==> src/lpdpi_map.vh <==
// Contract
// (RULE_01) The command decoder acts only when chip select is sampled low; with it high every command is ignored.
// (RULE_02) The command is formed from row, column and write strobes plus chip select, all sampled on one clock edge.
// (RULE_03) Activate, read, write and single-bank precharge act only on the bank given by array_group_sel.
// (RULE_04) Address carries the row with activate and the column with read or write, selecting one location; code indexes by bank and column, not the row.
// (RULE_05) With read or write, address bit 10 is autoclose_flag and closes the row after the burst.
// (RULE_06) During a mode-register program the address value is loaded as the opcode, not used as an address.
// (RULE_07) During a write a byte whose byte_mask is sampled high with it is not stored; low stores it.
// (RULE_08) The byte masks are sampled on both rising and falling data strobe edges, one mask per write beat.
// (RULE_09) Each byte mask governs one eight-bit lane: lower_byte_mask the low byte, upper_byte_mask the high byte.
// (RULE_10) The byte-mask pins are inputs only and are never driven, not even during reads.
// (RULE_11) Address and control inputs are sampled only where the true clock rises and the complement falls.
// (RULE_12) Read and write data move on both directions of the clock crossing, two transfers per period.
// (RULE_13) The data bus is driven by the device during reads only and received during writes.
// (RULE_14) A controller with several devices may use one chip select per device to steer each command.
// (RULE_15) With the clock-gate input high the device works; low deactivates its clocks, inputs and drivers.
// (RULE_16) The device drives each lane's data strobe with read data and captures write data on the strobe.
// (RULE_17) Commands decode as no-operation, activate, read, write, precharge, refresh, burst stop and mode program.
`ifndef LPDPI_MAP_VH
`define LPDPI_MAP_VH

`define LPDPI_ADDR_W        13
`define LPDPI_DQ_W          16
`define LPDPI_LANES         2
`define LPDPI_COL_W         3
`define LPDPI_IDX_W         5
`define LPDPI_DEPTH         32
`define LPDPI_AUTOCLOSE_BIT 10
`define LPDPI_BL_MSB        2
`define LPDPI_BL_LSB        0
`define LPDPI_MODE_RST      13'h0000
`define LPDPI_SYNC_W        42

// Pin levels of {row, column, write} strobes
`define LPDPI_PIN_MRS       3'h0
`define LPDPI_PIN_REF       3'h1
`define LPDPI_PIN_PRE       3'h2
`define LPDPI_PIN_ACT       3'h3
`define LPDPI_PIN_WR        3'h4
`define LPDPI_PIN_RD        3'h5
`define LPDPI_PIN_BST       3'h6

// Decoded command codes
`define LPDPI_CMD_NOP       3'h0
`define LPDPI_CMD_ACT       3'h1
`define LPDPI_CMD_RD        3'h2
`define LPDPI_CMD_WR        3'h3
`define LPDPI_CMD_PRE       3'h4
`define LPDPI_CMD_REF       3'h5
`define LPDPI_CMD_BST       3'h6
`define LPDPI_CMD_MRS       3'h7

`endif

==> src/lpdpi_core.v <==
`timescale 1ns/10ps
`include "lpdpi_map.vh"
module lpdpi_core (
   // System clock and reset
   input  wire                     clk_in,
   input  wire                     rst_in,
   // Link clock pair and clock gate
   input  wire                     ck_in,
   input  wire                     ck_n_in,
   input  wire                     cke_in,
   // Command and address
   input  wire                     cs_n_in,
   input  wire                     ras_n_in,
   input  wire                     cas_n_in,
   input  wire                     we_n_in,
   input  wire [1:0]               array_group_sel_in,
   input  wire [`LPDPI_ADDR_W-1:0] addr_in,
   // Data bus
   input  wire [`LPDPI_DQ_W-1:0]   dq_in,
   output reg  [`LPDPI_DQ_W-1:0]   dq_out,
   output reg                      dq_oe_out,
   // Data strobes
   input  wire                     lower_data_strobe_in,
   input  wire                     upper_data_strobe_in,
   output reg                      lower_data_strobe_out,
   output reg                      upper_data_strobe_out,
   output reg                      lower_data_strobe_oe_out,
   output reg                      upper_data_strobe_oe_out,
   // Byte masks, input only
   input  wire                     lower_byte_mask_in,   // [RULE_10]
   input  wire                     upper_byte_mask_in,   // [RULE_10]
   // Status
   output reg  [`LPDPI_ADDR_W-1:0] mode_reg_out,
   output reg  [3:0]               bank_open_out,
   output reg                      active_out
);

   localparam ST_IDLE  = 3'b001;
   localparam ST_READ  = 3'b010;
   localparam ST_WRITE = 3'b100;

   wire [`LPDPI_SYNC_W-1:0] pin_s;
   wire                     ck_s;
   wire                     ck_n_s;
   wire                     cke_s;
   wire                     cs_n_s;
   wire                     ras_n_s;
   wire                     cas_n_s;
   wire                     we_n_s;
   wire [1:0]               bank_s;
   wire [`LPDPI_ADDR_W-1:0] addr_s;
   wire [`LPDPI_DQ_W-1:0]   dq_s;
   wire [1:0]               dqs_s;
   wire [1:0]               mask_s;
   wire [2:0]               cmd;
   wire                     ck_rise;
   wire                     ck_fall;
   wire                     cmd_take;
   wire [1:0]               dqs_edge;

   reg  [2:0]               state_q;
   reg                      ck_prev_q;
   reg  [`LPDPI_ADDR_W-1:0] row_q [0:3];
   reg  [1:0]               bank_q;
   reg  [`LPDPI_COL_W-1:0]  base_q;
   reg  [`LPDPI_COL_W-1:0]  mask_bits_q;
   reg  [3:0]               bl_q;
   reg  [3:0]               rd_beat_q;
   reg                      rd_run_q;
   reg                      close_q;
   reg  [3:0]               lane_beat_q [0:1];
   reg  [`LPDPI_DQ_W-1:0]   mem_q [0:`LPDPI_DEPTH-1];
   reg  [1:0]               wr_en;
   reg  [`LPDPI_IDX_W-1:0]  wr_idx [0:1];
   reg  [3:0]               bl_new;
   reg  [`LPDPI_COL_W-1:0]  mask_new;
   integer                  i;
   integer                  j;
   integer                  k;

   // Column inside the burst, wrapping sequentially at its boundary
   function [`LPDPI_COL_W-1:0] burst_col;
      input [`LPDPI_COL_W-1:0] base;
      input [3:0]              beat;
      input [`LPDPI_COL_W-1:0] wrap;
      reg   [`LPDPI_COL_W-1:0] sum;
      begin
         sum       = base + beat[`LPDPI_COL_W-1:0];
         burst_col = (base & ~wrap) | (sum & wrap);
      end
   endfunction

   // Every pin crosses two flops; equal delay keeps them aligned to each other
   lpdpi_sync #(
      .W (`LPDPI_SYNC_W)
   ) u_sync (
      .clk_in   (clk_in),
      .rst_in   (rst_in),
      .async_in ({ck_in, ck_n_in, cke_in, cs_n_in, ras_n_in, cas_n_in, we_n_in,
                  array_group_sel_in, addr_in, dq_in,
                  upper_data_strobe_in, lower_data_strobe_in,
                  upper_byte_mask_in, lower_byte_mask_in}),
      .sync_out (pin_s)
   );

   assign {ck_s, ck_n_s, cke_s, cs_n_s, ras_n_s, cas_n_s, we_n_s,
           bank_s, addr_s, dq_s, dqs_s, mask_s} = pin_s;

   lpdpi_cmd_dec u_dec (
      .cs_n_in  (cs_n_s),
      .ras_n_in (ras_n_s),
      .cas_n_in (cas_n_s),
      .we_n_in  (we_n_s),
      .cmd_out  (cmd)
   );

   assign ck_rise  = ck_s & ~ck_prev_q & ~ck_n_s;            // [RULE_11]
   assign ck_fall  = ~ck_s & ck_prev_q;
   assign cmd_take = ck_rise & cke_s;                        // [RULE_11] [RULE_15]

   // Both strobe directions mark a write beat
   genvar g;
   generate
      for (g = 0; g < `LPDPI_LANES; g = g + 1)
      begin : gen_lane
         reg dqs_prev_q;
         always @(posedge clk_in)
         begin
            if (rst_in)
               dqs_prev_q <= 1'b0;
            else
               dqs_prev_q <= dqs_s[g];
         end
         assign dqs_edge[g] = (dqs_s[g] ^ dqs_prev_q) & (state_q == ST_WRITE) & cke_s;  // [RULE_08] [RULE_16]
      end
   endgenerate

   // Burst length code: 1, 2, 3 give 2, 4, 8 beats; 16 is not stored
   always @*
   begin
      case (mode_reg_out[`LPDPI_BL_MSB:`LPDPI_BL_LSB])
         3'h2:
         begin
            bl_new   = 4'h4;
            mask_new = 3'h3;
         end
         3'h3:
         begin
            bl_new   = 4'h8;
            mask_new = 3'h7;
         end
         default:
         begin
            bl_new   = 4'h2;
            mask_new = 3'h1;
         end
      endcase
   end

   // Write strobes per lane; masked bytes never reach storage
   always @*
   begin
      for (i = 0; i < `LPDPI_LANES; i = i + 1)
      begin
         wr_en[i]  = dqs_edge[i] & (lane_beat_q[i] < bl_q) & ~mask_s[i];  // [RULE_07] [RULE_09]
         wr_idx[i] = {bank_q, burst_col(base_q, lane_beat_q[i], mask_bits_q)};  // [RULE_03] [RULE_04]
      end
   end

   always @(posedge clk_in)
   begin
      for (j = 0; j < `LPDPI_LANES; j = j + 1)
      begin
         if (wr_en[j])
            mem_q[wr_idx[j]][j*8 +: 8] <= dq_s[j*8 +: 8];  // [RULE_12] [RULE_13]
      end
   end

   always @(posedge clk_in)
   begin
      if (rst_in)
      begin
         state_q                  <= ST_IDLE;
         ck_prev_q                <= 1'b0;
         bank_q                   <= 2'h0;
         base_q                   <= 3'h0;
         mask_bits_q              <= 3'h1;
         bl_q                     <= 4'h2;
         rd_beat_q                <= 4'h0;
         rd_run_q                 <= 1'b0;
         close_q                  <= 1'b0;
         lane_beat_q[0]           <= 4'h0;
         lane_beat_q[1]           <= 4'h0;
         for (k = 0; k < 4; k = k + 1)
            row_q[k] <= {`LPDPI_ADDR_W{1'b0}};
         dq_out                   <= {`LPDPI_DQ_W{1'b0}};
         dq_oe_out                <= 1'b0;
         lower_data_strobe_out    <= 1'b0;
         upper_data_strobe_out    <= 1'b0;
         lower_data_strobe_oe_out <= 1'b0;
         upper_data_strobe_oe_out <= 1'b0;
         mode_reg_out             <= `LPDPI_MODE_RST;
         bank_open_out            <= 4'h0;
         active_out               <= 1'b0;
      end
      else
      begin
         ck_prev_q  <= ck_s;
         active_out <= cke_s;
         if (!cke_s)
         begin
            // Clock gate low: drivers off, any burst abandoned
            state_q                  <= ST_IDLE;   // [RULE_15]
            rd_run_q                 <= 1'b0;
            dq_oe_out                <= 1'b0;
            lower_data_strobe_oe_out <= 1'b0;
            upper_data_strobe_oe_out <= 1'b0;
         end
         else if (cmd_take && cmd != `LPDPI_CMD_NOP && cmd != `LPDPI_CMD_REF)
         begin
            case (cmd)
               `LPDPI_CMD_ACT:
               begin
                  row_q[bank_s]         <= addr_s;          // [RULE_03] [RULE_04]
                  bank_open_out[bank_s] <= 1'b1;
               end
               `LPDPI_CMD_RD,
               `LPDPI_CMD_WR:
               begin
                  // A burst to a closed bank is dropped
                  if (bank_open_out[bank_s])
                  begin
                     bank_q         <= bank_s;               // [RULE_03]
                     base_q         <= addr_s[`LPDPI_COL_W-1:0];  // [RULE_04]
                     close_q        <= addr_s[`LPDPI_AUTOCLOSE_BIT];  // [RULE_05]
                     bl_q           <= bl_new;
                     mask_bits_q    <= mask_new;
                     rd_beat_q      <= 4'h0;
                     rd_run_q       <= 1'b0;
                     lane_beat_q[0] <= 4'h0;
                     lane_beat_q[1] <= 4'h0;
                     state_q        <= (cmd == `LPDPI_CMD_RD) ? ST_READ : ST_WRITE;
                  end
                  dq_oe_out                <= 1'b0;
                  lower_data_strobe_oe_out <= 1'b0;
                  upper_data_strobe_oe_out <= 1'b0;
               end
               `LPDPI_CMD_PRE:
               begin
                  if (addr_s[`LPDPI_AUTOCLOSE_BIT])
                     bank_open_out <= 4'h0;
                  else
                     bank_open_out[bank_s] <= 1'b0;        // [RULE_03]
               end
               `LPDPI_CMD_BST:
               begin
                  state_q                  <= ST_IDLE;
                  rd_run_q                 <= 1'b0;
                  dq_oe_out                <= 1'b0;
                  lower_data_strobe_oe_out <= 1'b0;
                  upper_data_strobe_oe_out <= 1'b0;
               end
               `LPDPI_CMD_MRS:
                  mode_reg_out <= addr_s;                  // [RULE_06]
               default:
                  state_q <= state_q;
            endcase
         end
         else
         begin
            case (state_q)
               ST_READ:
               begin
                  // First beat one link period after the command
                  if ((ck_rise && !rd_run_q) || ((ck_rise || ck_fall) && rd_run_q))
                  begin
                     if (rd_beat_q == bl_q)
                     begin
                        state_q                  <= ST_IDLE;
                        rd_run_q                 <= 1'b0;
                        dq_oe_out                <= 1'b0;   // [RULE_13]
                        lower_data_strobe_oe_out <= 1'b0;
                        upper_data_strobe_oe_out <= 1'b0;
                        if (close_q)
                           bank_open_out[bank_q] <= 1'b0;   // [RULE_05]
                     end
                     else
                     begin
                        rd_run_q                 <= 1'b1;
                        dq_out                   <= mem_q[{bank_q, burst_col(base_q, rd_beat_q, mask_bits_q)}];
                        dq_oe_out                <= 1'b1;   // [RULE_12] [RULE_13]
                        lower_data_strobe_out    <= ck_s;   // [RULE_16]
                        upper_data_strobe_out    <= ck_s;
                        lower_data_strobe_oe_out <= 1'b1;
                        upper_data_strobe_oe_out <= 1'b1;
                        rd_beat_q                <= rd_beat_q + 4'h1;
                     end
                  end
               end
               ST_WRITE:
               begin
                  // Masked beats still count, so the lanes stay in step
                  for (k = 0; k < `LPDPI_LANES; k = k + 1)
                  begin
                     if (dqs_edge[k] && lane_beat_q[k] < bl_q)
                        lane_beat_q[k] <= lane_beat_q[k] + 4'h1;  // [RULE_08]
                  end
                  if (lane_beat_q[0] == bl_q && lane_beat_q[1] == bl_q)
                  begin
                     state_q <= ST_IDLE;
                     if (close_q)
                        bank_open_out[bank_q] <= 1'b0;      // [RULE_05]
                  end
               end
               default:
                  state_q <= ST_IDLE;
            endcase
         end
      end
   end

endmodule

==> src/lpdpi_sync.v <==
`timescale 1ns/10ps
module lpdpi_sync #(
   parameter W = 1
) (
   // Clock and reset
   input  wire         clk_in,
   input  wire         rst_in,
   // Pins in, synchronised out
   input  wire [W-1:0] async_in,
   output wire [W-1:0] sync_out
);

   reg [W-1:0] meta_q;
   reg [W-1:0] stable_q;

   always @(posedge clk_in)
   begin
      if (rst_in)
      begin
         meta_q   <= {W{1'b0}};
         stable_q <= {W{1'b0}};
      end
      else
      begin
         meta_q   <= async_in;
         stable_q <= meta_q;
      end
   end

   assign sync_out = stable_q;

endmodule

==> src/lpdpi_cmd_dec.v <==
`timescale 1ns/10ps
`include "lpdpi_map.vh"
module lpdpi_cmd_dec (
   // Sampled command pins
   input  wire       cs_n_in,
   input  wire       ras_n_in,
   input  wire       cas_n_in,
   input  wire       we_n_in,
   // Decoded command
   output reg  [2:0] cmd_out
);

   always @*
   begin
      cmd_out = `LPDPI_CMD_NOP;
      if (!cs_n_in)                                     // [RULE_01]
      begin
         case ({ras_n_in, cas_n_in, we_n_in})           // [RULE_02] [RULE_17]
            `LPDPI_PIN_MRS: cmd_out = `LPDPI_CMD_MRS;
            `LPDPI_PIN_REF: cmd_out = `LPDPI_CMD_REF;
            `LPDPI_PIN_PRE: cmd_out = `LPDPI_CMD_PRE;
            `LPDPI_PIN_ACT: cmd_out = `LPDPI_CMD_ACT;
            `LPDPI_PIN_WR:  cmd_out = `LPDPI_CMD_WR;
            `LPDPI_PIN_RD:  cmd_out = `LPDPI_CMD_RD;
            `LPDPI_PIN_BST: cmd_out = `LPDPI_CMD_BST;
            default:        cmd_out = `LPDPI_CMD_NOP;
         endcase
      end
   end

endmodule

==> config.mk <==
export PLATFORM = sky130hd
export DESIGN_NAME = lpdpi_core
export DESIGN_NICKNAME = d
export VERILOG_FILES = /design/src/lpdpi_core.v /design/src/lpdpi_sync.v /design/src/lpdpi_cmd_dec.v
export VERILOG_INCLUDE_DIRS = /design/src
export SDC_FILE = /design/constraint.sdc
export NUM_CORES = 1
export LEC_CHECK = 0
export BUFFER_PORTS_ARGS = -buffer_cell sky130_fd_sc_hd__buf_2
export CAP_MARGIN = 25
export CORE_ASPECT_RATIO = 0.8
export CORE_UTILIZATION = 67
export CTS_CLUSTER_DIAMETER = 50
export DETAILED_ROUTE_END_ITERATION = 12
export PLACE_DENSITY_LB_ADDON = 0.15
export SYNTH_ARGS = -nofsm -noshare
export SYNTH_HDL_FRONTEND = slang
export SYNTH_SLANG_ARGS = --single-unit
export TNS_END_PERCENT = 20
==> constraint.sdc <==
create_clock -name clk_in -period 6.51 [get_ports clk_in]
set_clock_uncertainty 0.15 [all_clocks]
set_input_delay 0.9765 -clock clk_in [delete_from_list [all_inputs] [get_ports clk_in]]
set_output_delay 0.9765 -clock clk_in [all_outputs]
set_load 0.01 [all_outputs]
Word-level counts from Yosys, hierarchy flattened --
Memories as Yosys holds them, arrays and structs flattened. A register that Yosys moved wholly into a read port is not among the register bits. Cells that the tools add are included. Widths: inputs -> output; s select.
Cells by class: $add $sub $neg 6, muxes and demuxes 68, div/mod/pow operators 0, reductions and logical operators 28, bitwise operators 39, eq/ne operators 30, shifts and indexed selects 0, order comparisons 6, multipliers 0
Operators by type and width (number):
- $mux 4 | 16
- $mux 1 | 34
- $pmux 4 s2 | 3
- $eq 3x2->1 const B | 7
- $eq 3x3->1 const B | 7
- $mux 3 | 7
- $pmux 3 s7 | 1
- $pmux 3 s2 | 3
- $add 4x1->4 const B | 3
- $and 1x1->1 | 12
- $and 3x3->3 | 4
- $eq 4x4->1 | 3
- $ne 3x3->1 const B | 4
- $reduce_and 6->1 | 2
- $reduce_and 5->1 | 2
- $add 3x3->3 | 3
- $logic_and 1x1->1 | 9
- $ne 3x1->1 const B | 3
- $or 3x3->3 | 3
- $and 4x4->4 | 2
- $lt 4x4->1 | 2
- $not 1->1 | 8
- $not 4->4 | 2
- $reduce_and 4->1 | 2
- 20 further kinds | 35
Word-level totals: memory bits (writable) 520, bits of input ports 44, logic and storage cells 197, bits in registers 128, bits in latches 0, output and inout bits 39, bits in read-only memories 0, memories 2
Memories:
- mem_q | words 32, bits a word 16, rd ports 1, clocked after Yosys merged registers in 1, write ports 2, line lpdpi_core.v:72 | reg [`LPDPI_DQ_W-1:0] mem_q [0:`LPDPI_DEPTH-1];
- lane_beat_q | words 2, bits a word 4, rd ports 2, clocked after Yosys merged registers in 0, write ports 2, line lpdpi_core.v:71 | reg [3:0] lane_beat_q [0:1];

Depth between registers and ports, before layout --
word-level depth 12, gate-level depth with buffers 13, gate-level depth less buffers 9

Modules after synthesis --
A second synthesis with hierarchy kept.
Unflattened totals: cell total of the unflattened synthesis 1423, area total of the unflattened synthesis 25419.4 µm²
Modules (own cells, without submodules):
- lpdpi_core | cells each 1239, sequential area each 16756.1 µm², area an instance 23075.9 µm², times used 1
- lpdpi_sync | cells each 177, sequential area each 1681.6 µm², area an instance 2292.2 µm², times used 1
- lpdpi_cmd_dec | cells each 7, sequential area each 0.0 µm², area an instance 51.3 µm², times used 1

Least setup slack after synthesis --
No wires, ideal clock.
kind register -> register, from register rd_beat_q[0], to register dq_out[10] (read register of mem_q), slack 3.529 ns, data arrival time 2.686 ns, period minus slack after synthesis 2.981 ns, data required time 6.215 ns, path buffers 2, setup time 0.145 ns, stages on the path, launching flop included 12, cells stage by stage dfxtp_1 ha_1 fa_1 xnor2_1 or3_4 nand2_2 buf_6 buf_4 mux4_2 a22o_1 a311oi_1 a211oi_2
On the way: word-level cells in the longest chain between the ends 3, elaborated cells on any way between the ends 6, classes of those cells 1 x add/sub; 1 x eq/ne; 3 x bitwise; 1 x reduce/logical
RTL lines:
- from (decl) | line lpdpi_core.v:68 | reg [3:0] rd_beat_q;
- from (signal assigned) | line lpdpi_core.v:296 | rd_beat_q <= rd_beat_q + 4'h1;
- $add 3x3->3 / $eq 4x4->1 (equally long branches) | line lpdpi_core.v:88, lpdpi_core.v:277
- $and 3x3->3 / $not 1->1 (equally long branches)
- $or 3x3->3 / $reduce_and 5->1 (equally long branches)
- to (decl) | line lpdpi_core.v:20 | output reg [`LPDPI_DQ_W-1:0] dq_out,
Parallel ways exist; a longest one is shown, timed or not. A chain may end at the register's enable or synchronous reset.

Worst setup path after layout --
from register rd_beat_q[0], to register dq_out[15] (read register of mem_q)
The elaborated chain is that of the path after synthesis.

==> flow_summary.yaml <==
status:
  status: "finished, final reports clean"
detailed_routing:
  detail_route.wl_per_cell_um: 26.8
  vias_per_cell: 6.71
  dr.first_iter.drc_count: 2439
  ant_nets: 0
  drtPass1Iterations: 6
  drcViolationCount: 0
  vias: 16500
  routed_wl_um: 65900
clock_network:
  cts_tree: "built"
  post_cts_buffers: 0
  path_clk_slew_ps: 60
  cts_num_sinks: 661
  cts_resized: 0
  clk_latency_ps: 620
  hold_buffers: 0
  cts_root_buffer: "clkbuf_16"
  htreeDepth: 2
  cts_buffers: 59
  clk_path_buf_depth: 3
finish:
  syn_to_final_growth_pct: 11.2
  stdcell_area_um2: 29400
  layout-drive-gt1-share_pct: 15.2
  fin_util_pct: 76.3
  instances_no_fill: 2463
  layout.nets: 1944
  antenna_cells: 0
critical_path:
  cp.arrival_ps: 4800
  critical_path_class: "reg2reg"
  critPathLaunchType: "register"
  crit_path_top_delay_cell: "nand2_4"
  cpMostUsedCell: "buf_4"
  crit_path_end_kind: "register"
  crit_fanout: 66
  slowest_delay_ps: 820
  path_cells: "ha_4 > fa_1 > xnor2_1 > o21ai_1 > nand2_4 > buf_4 > buf_4 > nand2_1 > a32oi_1 > a311oi_1 > a211oi_2"
  required_ps: 6880
  r2r_setup_slack_ps: 2090
power_and_ir_drop:
  ir_worst_vdd_mv: 0.312
  power_density_nw_per_um2: 279
  power_leakage_nw: 9.58
placed_design:
  place_ws_ps: 2210
  place_inst: 2347
  hpwl_um: 41500
  place_congestion: 0.917
  place_area_um2: 27400
  portBuffers: 82
timing:
  fin_crit_ps: 4420
  timing.setup.tns_ps: 0
  hold_viol_final: 0
  worst_slew_pin_slew_ps: 1080
  rsz0062_at_grt: "false"
  final.setup.worst_slack_ps: 2090
  setup_viol: 0
  slew_violations: 0
  finalCritPeriodShare_pct: 67.9
  slew_headroom_pct: 27.7
  fmax_ghz: 0.226
synthesis:
  netlist_instances: 1827
  synth_area_per_cell_um2: 14.5
  synth_top_area_cell: "edfxtp_1"
  synth.net_count: 1886
  ys_ff_latch: 661
  async_reset_ff_share_pct: 0
  synth-seq-area-share_pct: 69.7
  synth_warnings: 0
  yosysTopAreaCellShare_pct: 59.0
  synthTopCellsByArea: "edfxtp_1 (59%), dfxtp_1 (11%), mux4_2 (5.7%)"
  synth_edf_count: 520
  syn_area_um2: 26500
  yosysUniqueCellTypes: 65
  synth_ff_type: "edfxtp_1"
floorplanning:
  die-height_um: 180
  ios: 83
  die-area_um2: 40300
  start_util_pct: 68.6
  die_w_um: 224
  core_um2: 38600
  rows: 64
run:
  cap_violations: 0
global_routing:
  grt_pass1_wl_um: 98400
  grtUsageTotal_pct: 33.0
  grt_max_degree: 95
  grt_overflow_total: 0
  grt_pass1_vias: 15900
  antenna_found_initial: 0
hold_path:
  holdCritPathClass: "reg2reg"
==> metal layers <==
metal,vias to the layer above,GRT usage [%],share of wire (%)
met2,1138,47.4,44
met4,0,9.80,3.2
met1,8176,50.1,39
met5,-,0,0
li1,7032,-,-
met3,185,8.68,14
==> layout by cell type (no fill, tap or decap), types with 15 or more instances in the layout <==
cell and count:
edfxtp_1 520, nand2_1 204, dfxtp_1 140, nor2_1 121
nor2b_1 92, mux2i_1 85, nand3_1 82, buf_2 81
mux4_2 67, a21oi_1 63, clkbuf_16 59, a31oi_1 37
buf_4 24, a22o_1 18, o22ai_1 17, o21a_1 17
a311oi_1 17, a22oi_1 16, or3_1 16, clkbuf_1 16
o31ai_1 15, o211ai_1 15
==> critical path: cells and delay by family, from the launching register on <==
| family | cells | cell delay [ps] |
|---|---|---|
| fa+ha+maj | 2 | 600 |
| buf+inv | 2 | 1020 |
| compound gates | 4 | 820 |
| xor+xnor | 1 | 370 |
| flops | 1 | 380 |
| simple gates | 2 | 920 |
==> layout make-up <==
class                      count  area, um2
sequential                   661      18400
tap                          528        661
clock buffer                  80       1610
clock inverter                31        353
timing repair buffer         117        883
multi-input combinational   1033       7450
inverter                      13       48.8
fill                        2297       9160
==> final timing paths <==
check                            from              end  cells past startpoint
setup reg to reg         rd_beat_q[0]       dq_out[15]                     11
hold / removal    u_sync.sync_out[25]  mode_reg_out[5]                      2
setup / recovery         rd_beat_q[0]       dq_out[15]                     11
hold reg to reg   u_sync.sync_out[25]  mode_reg_out[5]                      2
==> synth_stat cells (3+ instances only) <==
master	count
ha_1	12
a32oi_1	11
nor4_1	3
fa_1	3
a21o_1	3
or3_1	16
nor4b_1	3
a211oi_1	9
buf_6	5
buf_4	7
a211oi_2	10
and2_1	3
inv_1	13
nand2_1	204
o2111ai_1	3
xnor2_1	9
buf_2	30
nand3_1	82
a221o_1	4
a22o_1	18
nor3b_1	6
nor2_1	124
o31ai_1	15
a22oi_1	16
o21a_1	17
nand4_1	5
a311oi_1	17
nand2b_1	13
mux2i_1	86
buf_1	7
o211ai_1	15
a21oi_1	63
xor2_1	11
nor2b_1	92
dfxtp_1	141
clkbuf_1	68
and3_1	5
nor3_1	5
a31oi_1	37
mux4_2	67
edfxtp_1	520
o22ai_1	17
o21ai_0	8
==> power by group <==
group          internal [mW]  switching [mW]
registers               4.55          0.0219
logic                 0.0428          0.0697
clock network           1.98            1.54
==> flip-flops by register name, indices dropped and copies added (netlist names), 3 cells and up <==
| signal | flops |
|---|---|
| lane_beat_q | 8 |
| dq_out | 16 |
| state_q | 3 |
| base_q | 3 |
| mode_reg_out | 13 |
| u_sync.meta_q | 42 |
| mem_q | 512 |
| rd_beat_q | 4 |
| bank_open_out | 4 |
| u_sync.sync_out | 42 |
==> logic make-up (layout without fill, tap and decap cells) <==
logic type                 Yosys count  after routing  share of synthesized area [%]
and+or+nand+nor                    573            573                           10.2
DFF                                661            661                           69.7
muxes                              154            154                           9.00
AOI/OAI and AO/OA                  270            270                           7.21
xor gates and xnor gates            21             21                          0.723
buffers and inverters              133            241                           2.36
adders and majority gates           15             15                          0.794
==> per-stage QoR <==
stage | total power, mW | hold WS [ps]
after floorplan | 4.71 | 264
after global placement | 4.76 | 266
after detailed placement | 4.78 | 275
after CTS | 8.20 | 285
after global routing | 8.38 | 301
final | 8.21 | 282
(Power assumes the default switching activity.)
